<file path="config.mk">
export PLATFORM = sky130hd
export DESIGN_NAME = dbg_gpio
export DESIGN_NICKNAME = d
export VERILOG_FILES = /design/src/logic/dbg_pkg.sv /design/src/logic/dbg_gpio.sv
export SDC_FILE = /design/constraint.sdc
export NUM_CORES = 1
export LEC_CHECK = 0
export BUFFER_PORTS_ARGS = -buffer_cell sky130_fd_sc_hd__buf_4
export CAP_MARGIN = 30
export CORE_ASPECT_RATIO = 0.7
export CORE_UTILIZATION = 45
export DETAILED_ROUTE_END_ITERATION = 6
export GPL_ROUTABILITY_DRIVEN = 1
export PLACE_DENSITY = 0.78
export SYNTH_ARGS = -nofsm -noshare
export SYNTH_HDL_FRONTEND = slang
export SYNTH_SLANG_ARGS = --single-unit
</file>
<file path="constraint.sdc">
create_clock -name clock -period 2.4 [get_ports clock]
set_input_delay 0.24 -clock clock [delete_from_list [all_inputs] [get_ports clock]]
set_output_delay 0.24 -clock clock [all_outputs]
set_load 0.05 [all_outputs]
</file>
<file path="src/logic/dbg_pkg.sv">
package dbg_pkg;

	localparam logic [7:0] DBG_ADDR_FIRST_DATA = 8'h06;
	localparam logic [7:0] DBG_ADDR_SECOND_DATA = 8'h07;
	localparam logic [7:0] DBG_ADDR_INT_CTRL = 8'h0b;
	localparam logic [7:0] DBG_ADDR_INT_CTRL_HI = 8'h8b;
	localparam logic [7:0] DBG_ADDR_OPTION = 8'h81;
	localparam logic [7:0] DBG_ADDR_FIRST_DIR = 8'h86;
	localparam logic [7:0] DBG_ADDR_SECOND_DIR = 8'h87;

	localparam logic [7:0] DBG_DIR_RESET = 8'hff;
	localparam logic [7:0] DBG_OPTION_RESET = 8'hff;
	localparam logic [7:0] DBG_LATCH_POR = 8'h00;
	localparam logic [7:0] DBG_INT_CTRL_POR = 8'h00;
	localparam logic [7:0] DBG_INT_CTRL_KEEP = 8'h81;
	localparam logic [7:0] DBG_CHANGE_MASK = 8'hf0;

	localparam int DBG_OPT_PULLUP_DIS_N = 7;
	localparam int DBG_OPT_INT_EDGE = 6;
	localparam int DBG_INTC_EXT_EN = 4;
	localparam int DBG_INTC_EXT_FLAG = 1;
	localparam int DBG_INTC_CHANGE_FLAG = 0;
	localparam int DBG_IRQ_BIT = 0;
	localparam int DBG_PROG_CLK_BIT = 6;
	localparam int DBG_PROG_DATA_BIT = 7;

	typedef enum logic [1:0]
	{
		DBG_OP_WRITE = 2'h0,
		DBG_OP_BIT_SET = 2'h1,
		DBG_OP_BIT_CLEAR = 2'h3
	} dbg_op_t;

	typedef struct packed
	{
		logic rd;
		logic wr;
		dbg_op_t op;
		logic [2:0] bit_idx;
		logic [7:0] addr;
		logic [7:0] wdata;
	} dbg_req_t;

endpackage : dbg_pkg

</file>
<file path="src/logic/dbg_gpio.sv">
`timescale 1ns/1ps
module dbg_gpio
	import dbg_pkg::*;
#(
	parameter bit HAS_SECOND_PORT = 1'b1
)
(
	input wire logic clock,
	input wire logic rst,
	input wire logic por,
	input wire dbg_req_t req,
	output logic [7:0] rdata_q,
	input wire logic [7:0] first_pin_in,
	output logic [7:0] first_pin_out_q,
	output logic [7:0] first_pin_oe_n_q,
	output logic [7:0] first_pullup_en_q,
	input wire logic [7:0] second_pin_in,
	output logic [7:0] second_pin_out_q,
	output logic [7:0] second_pin_oe_n_q,
	input wire logic prog_mode,
	input wire logic prog_data_out,
	input wire logic prog_data_drive,
	output logic program_clock_pin_q,
	output logic program_data_pin_q,
	output logic irq_level_q,
	output logic change_interrupt_flag_q
);

	// Bit operations act on whatever base value the caller supplies
	function automatic logic [7:0] apply_op(
		input logic [7:0] base,
		input dbg_req_t r
	);
		logic [7:0] one_hot;
		one_hot = 8'h01 << r.bit_idx;
		case (r.op)
			DBG_OP_BIT_SET: apply_op = base | one_hot;
			DBG_OP_BIT_CLEAR: apply_op = base & ~one_hot;
			default: apply_op = r.wdata;
		endcase
	endfunction : apply_op

	function automatic logic hit(
		input dbg_req_t r,
		input logic [7:0] a
	);
		hit = r.wr && (r.addr == a);
	endfunction : hit

	if (HAS_SECOND_PORT !== 1'b0 && HAS_SECOND_PORT !== 1'b1)
	begin : g_bad_param
		$error("HAS_SECOND_PORT must be 0 or 1");
	end

	logic [7:0] first_latch_q, first_latch_d;
	logic [7:0] second_latch_q, second_latch_d;
	logic [7:0] first_dir_q, first_dir_d;
	logic [7:0] second_dir_q, second_dir_d;
	logic [7:0] option_q, option_d;
	logic [7:0] int_ctrl_q, int_ctrl_d;
	logic [7:0] last_read_q, last_read_d;
	logic irq_filt_q, irq_filt_d;
	logic irq_prev_q, irq_prev_d;
	logic irq_hold_q, irq_hold_d;
	logic [7:0] rdata_d;
	logic [7:0] first_out_d, first_oe_n_d, pullup_d;
	logic [7:0] second_out_d, second_oe_n_d;
	logic mismatch;
	logic ext_edge;
	logic touch_first;

	// Register state
	always_comb
	begin
		first_latch_d = first_latch_q;
		second_latch_d = second_latch_q;
		first_dir_d = first_dir_q;
		second_dir_d = second_dir_q;
		option_d = option_q;
		int_ctrl_d = int_ctrl_q;
		last_read_d = last_read_q;
		// Any access to the first port ends the mismatch
		if (touch_first)
		begin
			last_read_d = first_pin_in;
		end
		// Base is the sampled pins, so input latches take pin levels
		if (hit(req, DBG_ADDR_FIRST_DATA))
		begin
			first_latch_d = apply_op(first_pin_in, req);
		end
		else if (hit(req, DBG_ADDR_SECOND_DATA) && HAS_SECOND_PORT)
		begin
			second_latch_d = apply_op(second_pin_in, req);
		end
		else if (hit(req, DBG_ADDR_FIRST_DIR))
		begin
			first_dir_d = apply_op(first_dir_q, req);
		end
		else if (hit(req, DBG_ADDR_SECOND_DIR) && HAS_SECOND_PORT)
		begin
			second_dir_d = apply_op(second_dir_q, req);
		end
		else if (hit(req, DBG_ADDR_OPTION))
		begin
			option_d = apply_op(option_q, req);
		end
		else if (hit(req, DBG_ADDR_INT_CTRL) || hit(req, DBG_ADDR_INT_CTRL_HI))
		begin
			int_ctrl_d = apply_op(int_ctrl_q, req);
		end
		// Hardware set wins over a software clear in the same cycle
		if (mismatch)
		begin
			int_ctrl_d[DBG_INTC_CHANGE_FLAG] = 1'b1;
		end
		if (ext_edge)
		begin
			int_ctrl_d[DBG_INTC_EXT_FLAG] = 1'b1;
		end
		if (rst)
		begin
			first_dir_d = DBG_DIR_RESET;
			second_dir_d = DBG_DIR_RESET;
			option_d = DBG_OPTION_RESET;
			int_ctrl_d = por ? DBG_INT_CTRL_POR : (int_ctrl_q & DBG_INT_CTRL_KEEP);
			// Latches survive warm reset; cold start picks a known value
			if (por)
			begin
				first_latch_d = DBG_LATCH_POR;
				second_latch_d = DBG_LATCH_POR;
				last_read_d = DBG_LATCH_POR;
			end
			else
			begin
				first_latch_d = first_latch_q;
				second_latch_d = second_latch_q;
				last_read_d = last_read_q;
			end
		end
	end

	// Only input pins in the upper nibble are compared
	always_comb
	begin
		touch_first = (req.rd || req.wr) && (req.addr == DBG_ADDR_FIRST_DATA);
		mismatch = |((first_pin_in ^ last_read_q) & first_dir_q & DBG_CHANGE_MASK);
		if (prog_mode || touch_first)
		begin
			mismatch = 1'b0;
		end
	end

	// Two agreeing samples stand in for the input hysteresis
	always_comb
	begin
		irq_hold_d = first_pin_in[DBG_IRQ_BIT];
		irq_filt_d = irq_filt_q;
		if (first_pin_in[DBG_IRQ_BIT] == irq_hold_q)
		begin
			irq_filt_d = irq_hold_q;
		end
		irq_prev_d = irq_filt_q;
		ext_edge = int_ctrl_q[DBG_INTC_EXT_EN] && (irq_filt_q != irq_prev_q) &&
			(irq_filt_q == option_q[DBG_OPT_INT_EDGE]);
		if (rst)
		begin
			irq_hold_d = 1'b0;
			irq_filt_d = 1'b0;
			irq_prev_d = 1'b0;
		end
	end

	// Read mux, unmapped addresses read zero
	always_comb
	begin
		rdata_d = rdata_q;
		if (req.rd)
		begin
			if (req.addr == DBG_ADDR_FIRST_DATA)
			begin
				rdata_d = first_pin_in;
			end
			else if (req.addr == DBG_ADDR_SECOND_DATA)
			begin
				rdata_d = HAS_SECOND_PORT ? second_pin_in : 8'h00;
			end
			else if (req.addr == DBG_ADDR_FIRST_DIR)
			begin
				rdata_d = first_dir_q;
			end
			else if (req.addr == DBG_ADDR_SECOND_DIR)
			begin
				rdata_d = HAS_SECOND_PORT ? second_dir_q : 8'h00;
			end
			else if (req.addr == DBG_ADDR_OPTION)
			begin
				rdata_d = option_q;
			end
			else if (req.addr == DBG_ADDR_INT_CTRL || req.addr == DBG_ADDR_INT_CTRL_HI)
			begin
				rdata_d = int_ctrl_q;
			end
			else
			begin
				rdata_d = 8'h00;
			end
		end
		if (rst)
		begin
			rdata_d = 8'h00;
		end
	end

	// Pin drivers follow the next register values so a cleared
	// direction bit drives the held latch on the same edge
	for (genvar i = 0; i < 8; i++)
	begin : g_pin
		always_comb
		begin
			first_out_d[i] = first_latch_d[i];
			first_oe_n_d[i] = first_dir_d[i];
			second_out_d[i] = HAS_SECOND_PORT ? second_latch_d[i] : 1'b0;
			second_oe_n_d[i] = HAS_SECOND_PORT ? second_dir_d[i] : 1'b1;
			if (prog_mode && i == DBG_PROG_CLK_BIT)
			begin
				first_oe_n_d[i] = 1'b1;
			end
			if (prog_mode && i == DBG_PROG_DATA_BIT)
			begin
				first_out_d[i] = prog_data_out;
				first_oe_n_d[i] = ~prog_data_drive;
			end
			// Pull-up follows the final driver, so a programming drive drops it too
			pullup_d[i] = ~option_d[DBG_OPT_PULLUP_DIS_N] & first_oe_n_d[i];
		end
	end

	always_ff @(posedge clock)
	begin
		first_latch_q <= first_latch_d;
		second_latch_q <= second_latch_d;
		first_dir_q <= first_dir_d;
		second_dir_q <= second_dir_d;
		option_q <= option_d;
		int_ctrl_q <= int_ctrl_d;
		last_read_q <= last_read_d;
		irq_hold_q <= irq_hold_d;
		irq_filt_q <= irq_filt_d;
		irq_prev_q <= irq_prev_d;
		rdata_q <= rdata_d;
		first_pin_out_q <= first_out_d;
		first_pin_oe_n_q <= first_oe_n_d;
		first_pullup_en_q <= pullup_d;
		second_pin_out_q <= second_out_d;
		second_pin_oe_n_q <= second_oe_n_d;
		program_clock_pin_q <= rst ? 1'b0 : (prog_mode & first_pin_in[DBG_PROG_CLK_BIT]);
		program_data_pin_q <= rst ? 1'b0 : (prog_mode & first_pin_in[DBG_PROG_DATA_BIT]);
		irq_level_q <= rst ? 1'b0 : (irq_filt_d & int_ctrl_d[DBG_INTC_EXT_EN]);
		change_interrupt_flag_q <= int_ctrl_d[DBG_INTC_CHANGE_FLAG];
	end

endmodule : dbg_gpio

</file>
### After elaboration in Yosys (flattened, before gate mapping)

Cells that the tools add are included.

* shifts and indexed selects: 1
* mux-type cells: 47
* bitwise logic cells: 32
* equal/unequal tests: 23
* reduce and logical (&&, ||, !) cells: 26

Operators by type and width (number)
* 8-bit 2-to-1 mux: 33
* 8-bit case mux with 2 select lines: 6
* 8-bit bitwise AND: 7
* 8-bit bitwise OR: 6
* 8-bit equality test (second input constant): 4
* 8-bit by 3-bit equality test with 1-bit output (second input constant): 2
* 3-bit inequality test (second input constant): 5
* 6-bit AND reduction: 2
* 1-bit bitwise AND: 11
* 1-bit logical AND: 10
* 2-bit inequality test (second input constant): 5
* 8-bit by 4-bit equality test with 1-bit output (second input constant): 1
* 1-bit 2-to-1 mux: 8
* 8-bit inverter: 1
* 1-bit by 3-bit << shifter with 8-bit output (first input constant): 1
* 8-bit XOR: 1
* 7-bit AND reduction: 1
* 1-bit inverter: 6
* 2-bit nonzero test: 3
* 5-bit AND reduction: 1
* 1-bit logical OR: 4
* 4-bit AND reduction: 1
* 4-bit OR reduction: 1
* 3-bit AND reduction: 1
* other kinds (7): 8

* logic and storage cells: 151
* output and inout bits: 52
* bits in registers: 95
* bits of input ports: 45

### Longest topological paths before layout

Gate-level depths: netlist of the first run.

* word-level depth: 13
* gate-level depth with buffers: 7
* depth with buffers taken out: 4

### Least setup slack after synthesis of the first run

OpenSTA, ideal clock, no wires.

* kind: input to register
* start: in req[13] in the netlist's numbering
* end: reg second_latch_q[0], enable pin
* required time: 2.002 ns
* path slack: 0.333 ns
* stages: 2
* library setup time: 0.398 ns
* data arrival time: 1.669 ns
* buffers on the path: 0
* path through: or3_1 -> o41ai_1

* longest elaborated chain between the ends: 4
* elaborated cells on any way between the ends: 7
* classes of those cells: eq/ne: 3; reduce/logical: 4

RTL lines
* from (decl): RTL line dbg_gpio.sv:11 `input wire dbg_req_t req,`
* 8-bit by 3-bit equality test with 1-bit output: RTL line dbg_gpio.sv:47 `hit = r.wr && (r.addr == a);`
* 1-bit logical AND: RTL line dbg_gpio.sv:47
* 2-bit inequality test (no source line) / 2-bit nonzero test (equally long branches)
* 3-bit AND reduction (no source line) *
* to (signal assigned): RTL line dbg_gpio.sv:242 `second_latch_q <= second_latch_d;`
* to (decl): RTL line dbg_gpio.sv:56 `logic [7:0] second_latch_q, second_latch_d;`

Mark *: on every way between the ends. The rest lies on a longest branch, timed or not.
A chain may end at the register's enable or synchronous reset.

### Final worst setup path of the first run

* start: in req[13] in the netlist's numbering
* end: reg first_latch_q[4], enable pin

* longest elaborated chain between the ends: 4

RTL lines
* 8-bit by 3-bit equality test with 1-bit output: RTL line dbg_gpio.sv:47
* 1-bit logical AND: RTL line dbg_gpio.sv:47
* 8-bit 2-to-1 mux: RTL line dbg_gpio.sv:88 `if (hit(req, DBG_ADDR_FIRST_DATA))`
* 8-bit 2-to-1 mux: RTL line dbg_gpio.sv:121 `if (rst)`
* to (signal assigned): RTL line dbg_gpio.sv:241 `first_latch_q <= first_latch_d;`
* to (decl): RTL line dbg_gpio.sv:55 `logic [7:0] first_latch_q, first_latch_d;`

Every way passes these cells.

==> reports/metrics.cfg, run 1 <==
[synth]
synthArstFlopShare_pct = 0
ys_warn_count = 0
synth_area_leaders = dfxtp_1, edfxtp_1, a21oi_1
syn_inst = 403
synth_top_area_share_pct = 26.9
synth_edf_count = 26
avgSynthCellArea_um2 = 9.43
synth.ff_latch_count = 77
synth_ff_type = dfxtp_1
ys_seq_area_share_pct = 47.4
ys_types = 59
syn_area_um2 = 3800
synth_top_area_cell = dfxtp_1
syn_nets = 448

[setup_path]
r2r-start = last_read_q[7]
crit_path_start_kind = input port
crit_type = in2reg
cp-endpoint = first_latch_q[4]
timing.rr.end = int_ctrl_q[0]
reg2regPathDepth = 4
end_kind = register
required_ns = 2.40
r2r_slack_ns = 0.99
cp_max_fo = 11
critical_path.startpoint = req[13]
arrival_ns = 1.85

[pwr]
power_mw = 3.19
leakage_nw = 1.88
peakVddDrop_mv = 0.372
p_per_area_nw_per_um2 = 662

[final_layout]
multi_input_area_um2 = 1770
final_nets = 529
nFillCells = 681
most-common-layout-cells = buf_4, dfxtp_1, a21oi_1
diodes = 0
drive_gt1_share_pct = 27.6
syn_to_final_growth_pct = 27.0
seqCellArea_um2 = 1800
final_common_cell = buf_4

[die]
dieArea_um2 = 8820
num_rows = 27
num_io_pins = 97
die_y_um = 78.9
fp.coreArea_um2 = 8010
die_w_um = 112
start_util_pct = 47.4

[clock_tree]
clkTransAtPathRegs_ns = 0.06
cts_tree = done
numCtsBuffers = 9
clock_path_buffers = 2
cts_sinks = 77
htreeDepth = 3
cts.hold.buffers_added = 0
post_cts_resized = 0
root_buffer = clkbuf_16
cts_setup_buffers = 0
clk_latency_ns = 0.33

[route]
wl_mm = 12.2
wl_per_cell_um = 20.7
ant_nets = 0
drt-initial-drc-count = 396
via_count = 3738
first_pass_iters = 7
route.detailed.drc = 7
vias_per_cell = 6.34

[global_route]
grt_use_met1_pct = 42.6
grt_util_met3_pct = 7.40
gr-max-usage-layer = met1
grt_max_degree = 24
grt_overflow_total = 0
antenna_found_initial = 0
grt_pass1_vias = 3491
track_usage_pct = 28.8
grt_pass1_wl_mm = 19.3
use_met2_pct = 40.3

[timing]
fin_worst_skew_ns = 0.00521
period_minus_slack_ns = 1.85
timing.final.crit_share_pct = 77.0
finalSetupViolCount = 0
fmax_mhz = 541
worst_slew_pin_slew_ns = 0.724
maxSlewViolCount = 0
hold_slack_ns = 0.138
rsz0062_at_grt = no
hold_viol = 0
fin_tns_setup_ns = 0
slew_headroom_pct = 51.5

[outcome]
status = finished, violations left
violations = design-rule violations

[run]
drv_cap = 0

[place]
gp_congestion = 0.891
portBuffers = 96
hpwlAfterDp_mm = 8.99

[min_path]
hold_path.class = in2reg

-- routing by layer --
metal	wire length, um	vias to the layer above
met3	1600	30
met1	5260	1752
met4	301	0
met5	0	-
li1	-	1668
met2	5030	288
-- sequential cells by signal, summed over array words and instances, names as in the netlist --
register,flops
last_read_q,4
rdata_q,8
irq_hold_q,1
irq_level_q,1
second_dir_q,8
option_q,8
program_clock_pin_q,1
second_latch_q,8
irq_prev_q,1
first_pullup_en_q,8
first_pin_out_q,1
first_dir_q,8
first_pin_oe_n_q,2
first_latch_q,8
irq_filt_q,1
int_ctrl_q,8
program_data_pin_q,1
-- synthesized netlist by cell type, drive strengths merged, types with 2 or more instances --
| cell type | instances |
|---|---|
| dfxtp | 51 |
| a21oi | 43 |
| nand2 | 32 |
| o21ai | 27 |
| edfxtp | 26 |
| nor2 | 24 |
| buf | 21 |
| nor2b | 20 |
| clkbuf | 17 |
| a31oi | 9 |
| o211ai | 9 |
| a22oi | 8 |
| a32o | 8 |
| mux2i | 8 |
| nand3 | 8 |
| o22ai | 8 |
| o2bb2ai | 8 |
| a2bb2oi | 7 |
| a31o | 7 |
| nand2b | 6 |
| and2 | 5 |
| inv | 5 |
| and3 | 4 |
| or3 | 4 |
| xor2 | 4 |
| a22o | 2 |
| a41oi | 2 |
| and3b | 2 |
| nand4bb | 2 |
| nor3 | 2 |
| nor3b | 2 |
| o221ai | 2 |
| or2 | 2 |
| or4 | 2 |
-- critical path, stage by stage --
cell	delay, ns
buf_4	0.12
or3_1	0.44
or4_1	0.73
nand2_1	0.33
-- report_power, final --
| group | switching, mW | total (mW) | internal, mW | leakage (nW) |
|---|---|---|---|---|
| Sequential | 0.0165 | 1.40 | 1.38 | 0.647 |
| Combinational | 0.285 | 0.441 | 0.156 | 1.09 |
| Clock | 0.550 | 1.35 | 0.804 | 0.137 |
| Total | 0.851 | 3.19 | 2.34 | 1.88 |
-- cell type report --
type | instances | share of cell area [%]
inverter | 6 | 0.467
clock buffer | 10 | 4.75
sequential | 77 | 37.4
multi-input combinational | 282 | 36.7
timing repair buffer | 108 | 16.8
clock inverter | 6 | 1.30
tap | 101 | 2.62
-- cells by family (layout without fill, tap and decap cells) --
| group | after synthesis | count (layout) | share of synthesized area, % |
|---|---|---|---|
| flip-flops | 77 | 77 | 47.4 |
| AND/OR/NAND/NOR | 119 | 119 | 16.6 |
| AO/OA/AOI/OAI | 151 | 151 | 27.0 |
| XOR/XNOR | 4 | 4 | 0.922 |
| multiplexers | 8 | 8 | 2.11 |
| buffers and inverters | 44 | 130 | 5.96 |
-- worst min path at each step --
stage | slack [ns] | cells after the start | startpoint | to
floorplan | 0.37 | 1 | first_pin_in[0] | irq_hold_q
global placement | 0.45 | 2 | option_q[1] | option_q[1]
detailed placement | 0.47 | 1 | rdata_q[0] | rdata_q[0]
CTS | 0.13 | 2 | prog_data_out | first_pin_out_q[7]
global route | 0.15 | 2 | prog_data_out | first_pin_out_q[7]
finish | 0.14 | 2 | prog_data_out | first_pin_out_q[7]
-- metrics by stage --
| step | area (um^2) | cells | utilization, % | setup slack (ns) |
|---|---|---|---|---|
| detailed placement | 4530 | 574 | 56.6 | 0.236 |
| CTS | 4820 | 590 | 60.2 | 0.571 |
| global placement | 4530 | 574 | 56.6 | 0.280 |
| floorplan | 3800 | 403 | - | 0.333 |
| finish | 4820 | 590 | 60.2 | 0.551 |
| global route | 4820 | 590 | 60.2 | 0.501 |
No activity file was read; power rests on OpenSTA's default activity.
==> inputs of run 2 (changes only) <==
--- a/config.mk
+++ b/config.mk
@@ -5,6 +5,7 @@
 export SDC_FILE = /design/constraint.sdc
 export NUM_CORES = 1
 export LEC_CHECK = 0
+export ABC_AREA = 1
 export BUFFER_PORTS_ARGS = -buffer_cell sky130_fd_sc_hd__buf_4
 export CAP_MARGIN = 30
 export CORE_ASPECT_RATIO = 0.7
==> constraint.sdc (replaced) <==
create_clock -name clock -period 1.95 [get_ports clock]
set_input_delay 0.195 -clock clock [delete_from_list [all_inputs] [get_ports clock]]
set_output_delay 0.195 -clock clock [all_outputs]
set_load 0.05 [all_outputs]
==> reports/metrics.cfg, run 2 <==
[timing]
rsz0062_at_grt = no
hold_slack_ns = 0.0488
worst_slew_pin_slew_ns = 0.634
fin_tns_setup_ns = 0
slew_headroom_pct = 57.3
timing.final.crit_share_pct = 75.8
setup_slack_ns = 0.472
hold_viol = 0
fmax_mhz = 677
fin_worst_skew_ns = 0.00486
maxSlewViolCount = 0
period_minus_slack_ns = 1.48
finalSetupViolCount = 0

[final_layout]
syn_to_final_growth_pct = 29.6
seqCellArea_um2 = 1800
drive_gt1_share_pct = 22.2
multi_input_area_um2 = 1750
most-common-layout-cells = nand2_1, buf_4, inv_1
final_common_cell = nand2_1
nFillCells = 813
final_util_pct = 60.9
fin_area_um2 = 5230
diodes = 0
final_nets = 716

[setup_path]
path_delay_family = buffers and inverters
required_ns = 1.98
crit_type = in2reg
end_kind = register
cp_num_buf_inv = 6
crit_top_cell = inv_1
crit_path_start_kind = input port
arrival_ns = 1.51
crit_path_top_delay_cell = inv_1
path_cells = buf_4, inv_1, nand3_1, inv_1, nand2_1, inv_2, nand3_1, inv_2, nor2_1, inv_1
cp_max_fo = 6
max_stage_delay_ns = 0.22

[route]
vias_per_cell = 5.21
via_count = 4144
drt-initial-drc-count = 267
ant_nets = 0
wl_mm = 12.6
first_pass_iters = 5
route.detailed.drc = 0
wl_per_cell_um = 15.8

[place]
portBuffers = 96
gp_congestion = 0.933
pre_cts_ws_ns = 0.175
place_area_um2 = 4920
hpwlAfterDp_mm = 9.84

[clock_tree]
cts_setup_buffers = 0
clk_latency_ns = 0.34
numCtsBuffers = 9
post_cts_resized = 0
clkTransAtPathRegs_ns = 0.06
root_buffer = clkbuf_16
cts_tree = done
htreeDepth = 3
cts.hold.buffers_added = 0
clock_path_buffers = 2
cts_sinks = 77

[synth]
synth.ff_latch_count = 77
synth_area_leaders = dfxtp_1, edfxtp_1, nand2_1
syn_nets = 613
synth_top_area_cell = dfxtp_1
synth_common_cells = nand2_1, inv_1, nor2_1
ys_warn_count = 0
avgSynthCellArea_um2 = 7.10
yosysMostFrequentCell = nand2_1
ys_seq_area_share_pct = 44.7
synthArstFlopShare_pct = 0
syn_area_um2 = 4030
synth_edf_count = 26
ys_types = 34
synth_top_area_share_pct = 25.3
synth_ff_type = dfxtp_1
syn_inst = 568

[global_route]
track_usage_pct = 28.0
grt_overflow_total = 0
grt_max_degree = 33
grt_pass1_wl_mm = 19.0
grt_pass1_vias = 3753
antenna_found_initial = 0

[die]
die_y_um = 81.2
die_w_um = 115
num_rows = 28
num_io_pins = 97
dieArea_um2 = 9350
start_util_pct = 47.0
fp.coreArea_um2 = 8580

[pwr]
leakage_nw = 2.65
peakVddDrop_mv = 0.518
p_per_area_nw_per_um2 = 758

[min_path]
hold_path.class = in2reg

[run]
drv_cap = 0

[outcome]
status = complete, no violations

run 2: changes by cell type after synthesis, moves of 13 or more:
cell and delta:
nand2_1 +114, inv_1 +75, nor2_1 +39, nand3_1 +36
nor2b_1 -20, o21ai_0 +17, clkbuf_1 -13
run 2: layer usage:
metal	vias up	routed length, um	global-route usage, %
li1	2024	-	-
met1	1897	5600	37.4
met2	199	5580	43.9
met3	24	1240	8.28
met4	0	187	8.57
met5	-	0	0
run 2: kinds of logic after synthesis:
kind of cell    Yosys count  share of synthesized area [%]
simple gates            279                           30.0
buf+inv                 110                           12.0
flops                    77                           44.7
compound gates          102                           13.4
run 2: final cells by class:
cell class / count / share of cell area (%)
inverter: 85 / 6.10
sequential: 77 / 34.5
multi-input combinational: 381 / 33.5
clock inverter: 4 / 0.910
tap: 120 / 2.87
timing repair buffer: 117 / 17.3
clock buffer: 12 / 4.91
run 2: path summary, 6_finish.rpt:
| path | from | to | slack (ns) | cells past startpoint |
|---|---|---|---|---|
| setup / recovery | req[14] | int_ctrl_q[3] | 0.47 | 10 |
| hold / removal | prog_data_out | first_pin_out_q[7] | 0.05 | 3 |
| setup reg to reg | last_read_q[5] | int_ctrl_q[0] | 0.62 | 7 |
| hold reg to reg | option_q[1] | option_q[1] | 0.46 | 2 |
run 2: report_power, final:
part	internal (mW)	total [mW]	leakage, nW	switching, mW
clock network	1.06	1.71	0.149	0.655
logic	0.173	0.526	1.86	0.352
registers	1.71	1.73	0.649	0.0199
run 2: worst min-delay path: stages:
cell and delay, ns:
buf_4 0.07, nand2_1 0.04, nand2_1 0.05
run 2: through the flow:
step,total power [mW],instances
CTS,3.97,796
floorplan,2.06,568
global route,4.09,796
finish,3.96,796
detailed placement,2.28,780
global placement,2.27,780
